===== src/verilog/tfg_pkg.sv =====
// Purpose: constants, types and helpers for the test frame generator.
// Assumes: 100 MHz sys_clk, APB register access, byte-wide frame stream.
// Notes: byte address of a register is four times its index.
package tfg_pkg;

  // ****************************************************************
  // register map
  // ****************************************************************
  localparam logic [7:0] CTRL_IDX = 8'h1D; // control register index
  localparam logic [7:0] WORD_IDX = 8'h1E; // payload word index
  localparam logic [7:0] STAT_IDX = 8'h1F; // status register index
  localparam logic [7:0] CTRL_ADDR = 8'(CTRL_IDX * 4);
  localparam logic [7:0] WORD_ADDR = 8'(WORD_IDX * 4);
  localparam logic [7:0] STAT_ADDR = 8'(STAT_IDX * 4);
  localparam logic [15:0] CTRL_RESET = 16'h0040; // destination nibble 0001
  localparam logic [15:0] WORD_RESET = 16'h0000;

  // control field positions
  localparam int EN_BIT = 15;
  localparam int RUN_BIT = 14;
  localparam int CONT_BIT = 13;
  localparam int LEN_LSB = 11;
  localparam int GAP_BIT = 10;
  localparam int DA_LSB = 6;
  localparam int SA_LSB = 2;
  localparam int RAND_BIT = 1;
  localparam int BAD_BIT = 0;
  localparam int STAT_BUSY_BIT = 0;

  // ****************************************************************
  // frame and timing figures
  // ****************************************************************
  localparam logic [15:0] LEN_125 = 16'd125;
  localparam logic [15:0] LEN_64 = 16'd64;
  localparam logic [15:0] LEN_1518 = 16'd1518;
  localparam int LEN_JUMBO = 10000;
  localparam int BURST_FRAMES = 30000000;
  localparam int STEP_FRAMES = 10000;
  localparam logic [15:0] HDR_END = 16'd13; // last header byte index
  localparam logic [15:0] ETH_TYPE = 16'h88B5; // local experimental type
  localparam int CLK_PERIOD_NS = 10;
  localparam int GAP_SHORT_NS = 96;
  localparam int GAP_LONG_NS = 8192;
  // least times, so round up to whole cycles
  localparam logic [9:0] GAP_SHORT_CYC = 10'((GAP_SHORT_NS + CLK_PERIOD_NS - 1) / CLK_PERIOD_NS);
  localparam logic [9:0] GAP_LONG_CYC = 10'((GAP_LONG_NS + CLK_PERIOD_NS - 1) / CLK_PERIOD_NS);
  localparam logic [31:0] CRC_POLY = 32'hEDB88320; // reflected CRC-32
  localparam logic [31:0] CRC_INIT = 32'hFFFFFFFF;
  localparam logic [15:0] LFSR_SEED = 16'hACE1;

  // generator states
  typedef enum logic [1:0] {
    ST_IDLE = 2'b00,
    ST_DATA = 2'b01,
    ST_FCS = 2'b10,
    ST_GAP = 2'b11
  } tfg_state_e;

  // one byte of the outgoing stream
  typedef struct packed {
    logic [7:0] data;
    logic last;
  } tfg_beat_s;

  // crc update over one byte, least significant bit first
  function automatic logic [31:0] tfg_crc_byte(input logic [31:0] c, input logic [7:0] d);
    logic [31:0] r;
    r = c;
    for (int i = 0; i < 8; i++) begin
      r = (r[0] ^ d[i]) ? ((r >> 1) ^ CRC_POLY) : (r >> 1);
    end
    return r;
  endfunction

endpackage


===== src/verilog/tfg_top.sv =====
// Purpose: test frame generator with APB registers and output FIFO.
// Assumes: tx_ready drains the stream; all inputs synchronous to sys_clk.
// Notes: frames carry no preamble; check sequence sent low byte first.
`timescale 1ns/10ps

// ****************************************************************
// output FIFO
// ****************************************************************
module tfg_fifo #(
  parameter int W = 9,
  parameter int D = 16
) (
  input wire logic sys_clk,
  input wire logic rstn,
  input wire logic in_valid,
  input wire logic [W-1:0] in_data,
  output logic in_ready,
  output logic out_valid,
  output logic [W-1:0] out_data,
  input wire logic out_ready
);
  localparam int PW = (D > 1) ? $clog2(D) : 1;
  localparam logic [PW:0] DEPTH = (PW+1)'(D);

  generate
    if (D < 2) begin : g_bad_depth
      $error("tfg_fifo depth must be at least 2");
    end
  endgenerate

  logic [W-1:0] mem [D]; // storage, no reset needed
  logic [PW-1:0] wp_reg, wp_next; // write pointer
  logic [PW-1:0] rp_reg, rp_next; // read pointer
  logic [PW:0] cnt_reg, cnt_next; // words held
  logic ov_reg, ov_next; // output stage valid
  logic [W-1:0] od_reg, od_next; // output stage data
  logic wr, ld;

  assign in_ready = (cnt_reg < DEPTH);
  assign out_valid = ov_reg;
  assign out_data = od_reg;

  // pointer and output stage next values
  always_comb begin
    wr = in_valid && in_ready;
    // output stage refills whenever it is empty or being taken
    ld = (cnt_reg != '0) && (!ov_reg || out_ready);
    wp_next = wr ? ((wp_reg == PW'(D - 1)) ? '0 : PW'(wp_reg + 1'b1)) : wp_reg;
    rp_next = ld ? ((rp_reg == PW'(D - 1)) ? '0 : PW'(rp_reg + 1'b1)) : rp_reg;
    cnt_next = cnt_reg;
    if (wr && !ld) begin
      cnt_next = (PW+1)'(cnt_reg + 1'b1);
    end else if (ld && !wr) begin
      cnt_next = (PW+1)'(cnt_reg - 1'b1);
    end
    ov_next = ov_reg;
    od_next = od_reg;
    if (ld) begin
      ov_next = 1'b1;
      od_next = mem[rp_reg];
    end else if (out_ready) begin
      ov_next = 1'b0;
    end
  end

  // registers
  always_ff @(posedge sys_clk) begin
    if (!rstn) begin
      wp_reg <= '0;
      rp_reg <= '0;
      cnt_reg <= '0;
      ov_reg <= 1'b0;
      od_reg <= '0;
    end else begin
      wp_reg <= wp_next;
      rp_reg <= rp_next;
      cnt_reg <= cnt_next;
      ov_reg <= ov_next;
      od_reg <= od_next;
    end
  end

  // storage write
  always_ff @(posedge sys_clk) begin
    if (wr) begin
      mem[wp_reg] <= in_data;
    end
  end
endmodule

// ****************************************************************
// generator top
// ****************************************************************
module tfg_top #(
  parameter int BURST_FRAMES = tfg_pkg::BURST_FRAMES,
  parameter int STEP_FRAMES = tfg_pkg::STEP_FRAMES,
  parameter int JUMBO_BYTES = tfg_pkg::LEN_JUMBO,
  parameter int FIFO_DEPTH = 16
) (
  input wire logic sys_clk,
  input wire logic rstn,
  input wire logic psel,
  input wire logic penable,
  input wire logic pwrite,
  input wire logic [7:0] paddr,
  input wire logic [31:0] pwdata,
  output logic [31:0] prdata,
  output logic pready,
  output logic pslverr,
  output tfg_pkg::tfg_beat_s tx_beat,
  output logic tx_valid,
  input wire logic tx_ready
);
  import tfg_pkg::*;

  generate
    if (BURST_FRAMES < 1 || STEP_FRAMES < 1 || JUMBO_BYTES < 64 || JUMBO_BYTES > 65535)
    begin : g_bad_param
      $error("tfg_top parameter out of range");
    end
  endgenerate

  // ****************************************************************
  // register file over APB
  // ****************************************************************
  logic [15:0] ctrl_reg, ctrl_next; // live control bits
  logic [15:0] word_reg, word_next; // live payload word
  logic pready_reg, pready_next;
  logic [31:0] prdata_reg, prdata_next;
  logic pslverr_reg, pslverr_next;
  logic busy; // generator not idle
  logic hit; // address decodes to a register

  assign prdata = prdata_reg;
  assign pready = pready_reg;
  assign pslverr = pslverr_reg;

  // one wait cycle, then answer; write lands at the pready edge
  always_comb begin
    ctrl_next = ctrl_reg;
    word_next = word_reg;
    prdata_next = prdata_reg;
    pslverr_next = 1'b0;
    pready_next = 1'b0;
    hit = (paddr == CTRL_ADDR) || (paddr == WORD_ADDR) || (paddr == STAT_ADDR);
    if (psel && penable && !pready_reg) begin
      // access phase first cycle: prepare the answer
      pready_next = 1'b1;
      pslverr_next = !hit;
      case (paddr)
        CTRL_ADDR: prdata_next = {16'h0000, ctrl_reg};
        WORD_ADDR: prdata_next = {16'h0000, word_reg};
        STAT_ADDR: prdata_next = 32'(busy) << STAT_BUSY_BIT;
        default: prdata_next = 32'h00000000;
      endcase
    end else if (psel && penable && pready_reg && pwrite) begin
      // status is read only; unmapped writes are dropped
      if (paddr == CTRL_ADDR) begin
        ctrl_next = pwdata[15:0];
      end else if (paddr == WORD_ADDR) begin
        word_next = pwdata[15:0];
      end
    end
  end

  // register file flops
  always_ff @(posedge sys_clk) begin
    if (!rstn) begin
      ctrl_reg <= CTRL_RESET;
      word_reg <= WORD_RESET;
      pready_reg <= 1'b0;
      prdata_reg <= 32'h00000000;
      pslverr_reg <= 1'b0;
    end else begin
      ctrl_reg <= ctrl_next;
      word_reg <= word_next;
      pready_reg <= pready_next;
      prdata_reg <= prdata_next;
      pslverr_reg <= pslverr_next;
    end
  end

  // ****************************************************************
  // frame generator
  // ****************************************************************
  tfg_state_e st_reg, st_next;
  logic [13:0] cfg_reg, cfg_next; // control snapshot taken at start
  logic [15:0] wsn_reg, wsn_next; // payload word snapshot
  logic [15:0] idx_reg, idx_next; // byte index within frame
  logic [9:0] gap_reg, gap_next; // idle cycles left
  logic [31:0] crc_reg, crc_next;
  logic [15:0] lfsr_reg, lfsr_next;
  logic [31:0] frames_reg, frames_next; // frames since start
  logic [31:0] step_reg, step_next; // position inside 10,000 step
  logic go_prev_reg, go_prev_next;
  logic req_reg, req_next; // pending restart request
  logic go, push, frame_end, stop;
  logic [15:0] flen;
  logic [31:0] fcs;
  tfg_beat_s beat;
  logic fifo_ready;

  assign go = ctrl_reg[EN_BIT] && ctrl_reg[RUN_BIT];
  assign busy = (st_reg != ST_IDLE);

  // frame length from the snapshot length field
  always_comb begin
    case (cfg_reg[LEN_LSB +: 2])
      2'b00: flen = LEN_125;
      2'b01: flen = LEN_64;
      2'b10: flen = LEN_1518;
      default: flen = 16'(JUMBO_BYTES);
    endcase
  end

  // good check is the complemented crc, bad one is not
  // bad check selected for the whole run by snapshot bit
  assign fcs = cfg_reg[BAD_BIT] ? crc_reg : ~crc_reg;

  // byte selection and sequencing
  always_comb begin
    st_next = st_reg;
    cfg_next = cfg_reg;
    wsn_next = wsn_reg;
    idx_next = idx_reg;
    gap_next = gap_reg;
    crc_next = crc_reg;
    lfsr_next = lfsr_reg;
    frames_next = frames_reg;
    step_next = step_reg;
    go_prev_next = go;
    push = 1'b0;
    frame_end = 1'b0;
    stop = 1'b0;
    beat.data = 8'h00;
    beat.last = 1'b0;
    // a fresh run edge asks for a restart with new settings
    req_next = (go && !go_prev_reg) ? 1'b1 : (go ? req_reg : 1'b0);
    case (st_reg)
      ST_IDLE: begin
        // start on run edge, snapshot settings
        if (go && req_reg) begin
          // control bits 13:0 captured here only
          cfg_next = ctrl_reg[13:0];
          wsn_next = word_reg;
          req_next = 1'b0;
          idx_next = 16'h0000;
          crc_next = CRC_INIT;
          frames_next = 32'h00000000;
          step_next = 32'h00000000;
          st_next = ST_DATA;
        end
      end
      ST_DATA: begin
        if (idx_reg <= 16'd5) begin
          // destination all ones, nibble from snapshot
          beat.data = (idx_reg == 16'd5) ? {4'hF, cfg_reg[DA_LSB +: 4]} : 8'hFF;
        end else if (idx_reg <= 16'd11) begin
          // source all ones, nibble from snapshot
          beat.data = (idx_reg == 16'd11) ? {4'hF, cfg_reg[SA_LSB +: 4]} : 8'hFF;
        end else if (idx_reg <= HDR_END) begin
          beat.data = idx_reg[0] ? ETH_TYPE[7:0] : ETH_TYPE[15:8];
        end else if (cfg_reg[RAND_BIT]) begin
          beat.data = lfsr_reg[7:0];
        end else begin
          // fixed word repeated, high byte first
          beat.data = idx_reg[0] ? wsn_reg[7:0] : wsn_reg[15:8];
        end
        // fifo back-pressure stalls the frame byte by byte
        if (fifo_ready) begin
          push = 1'b1;
          crc_next = tfg_crc_byte(crc_reg, beat.data);
          if (idx_reg > HDR_END) begin
            lfsr_next = {lfsr_reg[14:0], lfsr_reg[15] ^ lfsr_reg[13] ^ lfsr_reg[12] ^ lfsr_reg[10]};
          end
          idx_next = 16'(idx_reg + 16'd1);
          if (idx_reg == 16'(flen - 16'd5)) begin
            st_next = ST_FCS;
          end
        end
      end
      ST_FCS: begin
        // count from the first check byte: frame lengths need not be multiples of four
        beat.data = fcs[8 * 2'(idx_reg - flen) +: 8];
        beat.last = (idx_reg == 16'(flen - 16'd1));
        if (fifo_ready) begin
          push = 1'b1;
          // crc register is not updated here; fcs bytes come from it
          idx_next = 16'(idx_reg + 16'd1);
          if (beat.last) begin
            frame_end = 1'b1;
            frames_next = 32'(frames_reg + 32'd1);
            step_next = (step_reg == 32'(STEP_FRAMES - 1)) ? 32'h00000000
                                                           : 32'(step_reg + 32'd1);
            // burst mode ends after the fixed frame count
            if (!cfg_reg[CONT_BIT] && frames_next == 32'(BURST_FRAMES)) begin
              stop = 1'b1;
            end
            // continuous dropped: end at the next step mark
            if (cfg_reg[CONT_BIT] && !ctrl_reg[CONT_BIT] && step_next == 32'h00000000) begin
              stop = 1'b1;
            end
            // run cleared or restart asked: leave after this frame
            if (!go || req_reg) begin
              stop = 1'b1;
            end
            idx_next = 16'h0000;
            // gap length from snapshot gap bit
            gap_next = cfg_reg[GAP_BIT] ? GAP_LONG_CYC : GAP_SHORT_CYC;
            st_next = stop ? ST_IDLE : ST_GAP;
          end
        end
      end
      ST_GAP: begin
        gap_next = 10'(gap_reg - 10'd1);
        if (!go || req_reg) begin
          st_next = ST_IDLE;
        end else if (gap_reg == 10'd1) begin
          crc_next = CRC_INIT;
          st_next = ST_DATA;
        end
      end
      default: begin
        st_next = ST_IDLE;
      end
    endcase
  end

  // generator flops
  always_ff @(posedge sys_clk) begin
    if (!rstn) begin
      st_reg <= ST_IDLE;
      cfg_reg <= 14'h0000;
      wsn_reg <= 16'h0000;
      idx_reg <= 16'h0000;
      gap_reg <= 10'h000;
      crc_reg <= CRC_INIT;
      lfsr_reg <= LFSR_SEED;
      frames_reg <= 32'h00000000;
      step_reg <= 32'h00000000;
      go_prev_reg <= 1'b0;
      req_reg <= 1'b0;
    end else begin
      st_reg <= st_next;
      cfg_reg <= cfg_next;
      wsn_reg <= wsn_next;
      idx_reg <= idx_next;
      gap_reg <= gap_next;
      crc_reg <= crc_next;
      lfsr_reg <= lfsr_next;
      frames_reg <= frames_next;
      step_reg <= step_next;
      go_prev_reg <= go_prev_next;
      req_reg <= req_next;
    end
  end

  // ****************************************************************
  // output buffer
  // ****************************************************************
  tfg_fifo #(
    .W($bits(tfg_beat_s)),
    .D(FIFO_DEPTH)
  ) u_fifo (
    .sys_clk(sys_clk),
    .rstn(rstn),
    .in_valid(push),
    .in_data(beat),
    .in_ready(fifo_ready),
    .out_valid(tx_valid),
    .out_data(tx_beat),
    .out_ready(tx_ready)
  );
endmodule


===== config.mk =====
export PLATFORM = sky130hd
export DESIGN_NAME = tfg_top
export DESIGN_NICKNAME = d
export VERILOG_FILES = /design/src/verilog/tfg_pkg.sv /design/src/verilog/tfg_top.sv
export SDC_FILE = /design/constraint.sdc
export NUM_CORES = 1
export LEC_CHECK = 0
export ABC_AREA = 1
export BUFFER_PORTS_ARGS = -buffer_cell sky130_fd_sc_hd__buf_2
export CAP_MARGIN = 10
export CORE_MARGIN = 3
export CORE_UTILIZATION = 30
export CTS_BUF_LIST = sky130_fd_sc_hd__clkbuf_8
export CTS_CLUSTER_DIAMETER = 50
export DETAILED_ROUTE_END_ITERATION = 12
export HOLD_SLACK_MARGIN = 0.08
export PLACE_DENSITY = 0.53
export SYNTH_ARGS = -nofsm -noshare
export SYNTH_HDL_FRONTEND = slang
export SYNTH_HIERARCHICAL = 1
export SYNTH_SLANG_ARGS = --single-unit

===== constraint.sdc =====
create_clock -name sys_clk -period 4.9 [get_ports sys_clk]
set_input_delay 0.49 -clock sys_clk [delete_from_list [all_inputs] [get_ports sys_clk]]
set_output_delay 0.49 -clock sys_clk [all_outputs]
set_load 0.01 [all_outputs]

==> summary.txt <==
Yosys
  • Post-synth EDFFs: 144
  • Top cell type's share of synthesized area: 0.2372
  • Async set-reset flop share out of synthesis: 0
  • Syn Inst Count: 2815
  • Commonest cells in the netlist: 701 x nand2_1, 357 x inv_1, 249 x nor2_1
  • Yosys top cell by area: dfxtp_1
  • Register area share after synthesis: 0.4462
  • Most numerous cell in the Yosys netlist: nand2_1
  • Synthesis warning total: 6
  • Primary FF master, synth: dfxtp_1
  • Top cells by area, synth: dfxtp_1 24%, edfxtp_1 21%, nand2_1 13%, inv_1 6.5%, nand3_1 5.8%
  • Synthesized area: 20680 µm²
  • Distinct cells, synth: 54
  • Syn avg cell area: 7.347 µm²
  • Number of synthesized register bits: 389

Setup path
  • Startpoint class of the critical path: flip-flop
  • Setup crit end kind: flip-flop
  • RR Endpoint: gap_reg[2]
  • Reg2reg path depth: 13
  • R2R Setup Slk: 1.03 ns
  • Worst path max stage delay: 0.54 ns
  • Worst path buffer plus inverter count: 3
  • Top delay family on crit path: simple AND/OR/NAND/NOR gates
  • Cell Chain, Critical Path: inv_1 -> ha_1 -> ha_1 -> clkinv_1 -> o21ai_0 -> a21oi_1 -> inv_1 -> nor3_1 -> nand3_1 -> nand2_1 -> nand2_1 -> a21oi_1 -> a221oi_1
  • Worst R2R Start: cfg_reg[11]
  • CP Class: reg -> reg
  • Crit-path max FO: 15
  • Worst Path Required: 5.36 ns
  • Crit-path slowest cell: a21oi_1
  • Crit path DAT: 4.34 ns

Layout
  • Area growth from synthesis to layout: 12.99%
  • Area of the multi-input gates: 9503 µm²
  • Layout cell share with drive strength beyond 1: 0.09642
  • FF/Latch Area: 9230 µm²
  • Reg with most FFs: u_fifo/mem
  • Final-layout fill cell count: 7238
  • Max reg flops: 144
  • Nets: 2948
  • Utilization after layout: 0.3449
  • Finished Layout Cells: 3809

GRT
  • Vias in the first global route: 16670
  • Total GRT Usage: 0.1589
  • Largest net degree at the start of global routing: 89
  • Global-route wire length before repair: 92010 µm
  • Antenna violations before repair: 1
  • GRT overflow: 0

Clock network
  • Bufs on Longest Clock Path: 3
  • Post-CTS setup buffers: 0
  • Clock-pin slew on the worst setup and hold paths: 0.06 ns
  • TritonCTS clock tree: yes
  • CTS buffer count: 74
  • CTS sink count: 389
  • CTS root buf: clkbuf_8
  • Clk_lat worst skew: 0.66 ns
  • Htree depth: 3

Detailed routing
  • Iteration-0 DRC count of the detailed router: 1209
  • ANT nets after route: 0
  • Final WL: 57780 µm
  • Post-DR vias/cell: 4.721
  • DR vias: 17980
  • DRC: 0
  • Routed len/inst: 15.17 µm
  • Initial DRT Pass Iterations: 5

STA
  • Post-route clock period utilization: 0.7899
  • Worst-Margin Slew: 1.101 ns
  • Max Freq: 0.2584 GHz
  • Final setup fails: 0
  • Pins Over Slew Limit: 0
  • Clock skew: 0.03989 ns
  • Final Hold Fails: 0
  • Slew margin rel.: 0.2642
  • Total negative slack: 0 ns
  • RSZ-0062 raised after global routing: no
  • Final Critical Period: 3.870 ns

Min path
  • Hold Crit Endpoint: word_reg[7]
  • Hold Path Cell Cnt: 3
  • Worst hold path class: in -> reg
  • Hold path startpoint: pwdata[7]

Placement
  • IO buf count: 57
  • Hpwl dp: 38440 µm
  • Placed insts: 3664
  • Final GP Congestion: 0.8475

Floorplanning
  • Die area: 72120 µm²
  • # IOs: 90
  • Core area: 67750 µm²
  • Die Y: 268.6 µm
  • Die width: 268.6 µm
  • # rows: 95
  • Initial Util: 0.3052

Run
  • Maxcap violations: 0

Power
  • Peak VDD IR: 0.2599 mV
  • PwrDens: 383.6 nW/µm²
  • Power Total: 8.964 mW
  • Leak: 9.439 nW

Run status
  • Outcome: complete, no violations
## routing by layer
metal | vias to the layer above | track usage | wire (µm)
met5 | - | 0 | 0
met3 | 84 | 0.02637 | 2812
met1 | 8225 | 0.2217 | 27780
met4 | 0 | 0.04310 | 1122
met2 | 385 | 0.2551 | 26070
li1 | 9287 | - | -
## cell type report
cell class,instances,share of cell area
Antenna cell,1,0.0001071
Clock buffer,82,0.04830
Clock inverter,54,0.01842
Inverter,376,0.06067
Multi-Input combinational cell,1943,0.4067
Sequential cell,389,0.3950
Tap cell,873,0.04674
Timing Repair Buffer,91,0.02410
## stage by stage
step	setup slack [ns]	instance area, µm²	hold slack, ns
after floorplan	2.080	20740	0.4296
after global placement	1.234	21730	0.4513
after detailed placement	1.164	21730	0.4471
after CTS	1.113	23360	0.08545
after global routing	0.7197	23370	0.1261
final	1.030	23370	0.1487
## where the power goes
part	total (mW)	switching (mW)	internal (mW)
logic	2.05	1.44	0.612
clock network	3.35	1.51	1.84
registers	3.56	0.0967	3.46
## kinds of logic (layout without fill, tap and decap cells)
logic type | Yosys count | in the layout | share of synthesized area
other cells | 1 | 17 | 0.0001813
mux | 1 | 1 | 0.0004840
buf+inv | 498 | 603 | 0.09807
flops | 389 | 389 | 0.4462
xor+xnor | 67 | 67 | 0.02874
simple gates | 1380 | 1380 | 0.2930
fa+ha+maj | 27 | 27 | 0.01670
compound gates | 452 | 452 | 0.1166
## cells in the final DEF (no fill, tap or decap), types with 16 or more instances in the layout
cell type,instances
edfxtp_1,144
a21oi_1,210
xor2_1,58
nor3_1,56
nor2_1,248
buf_2,56
conb_1,16
buf_4,27
clkbuf_8,82
nand3_1,240
nand4_1,39
ha_1,26
nand2_2,30
inv_1,379
nand2_1,701
o21ai_0,151
o22ai_1,49
dfxtp_1,244
## tightest hold or removal path: cells and delay by family
| kind | cells | cell delay (ns) |
|---|---|---|
| buffers and inverters | 1 | 0.09 |
| AOI/OAI and AO/OA | 2 | 0.18 |
## repair_timing
item                                    CTS  global route
endpoints found under the setup margin    0             0
hold buffers                              8             0
hold endpoints to repair                 11             0
gates resized for setup                   0             0
## how the worst max path moves through the flow
| stage | startpoint | to | slack (ns) | cells past startpoint |
|---|---|---|---|---|
| 2_1_floorplan | cfg_reg[11] | u_fifo/mem[0][1] | 2.08 | 12 |
| 3_3_place_gp | cfg_reg[11] | gap_reg[2] | 1.23 | 13 |
| 3_5_place_dp | cfg_reg[11] | gap_reg[2] | 1.16 | 13 |
| 4_1_cts | cfg_reg[11] | gap_reg[2] | 1.11 | 13 |
| 5_1_grt | cfg_reg[11] | gap_reg[2] | 0.72 | 13 |
| 6_report | cfg_reg[11] | gap_reg[2] | 1.03 | 13 |
Power figures use the tool's default switching activity.
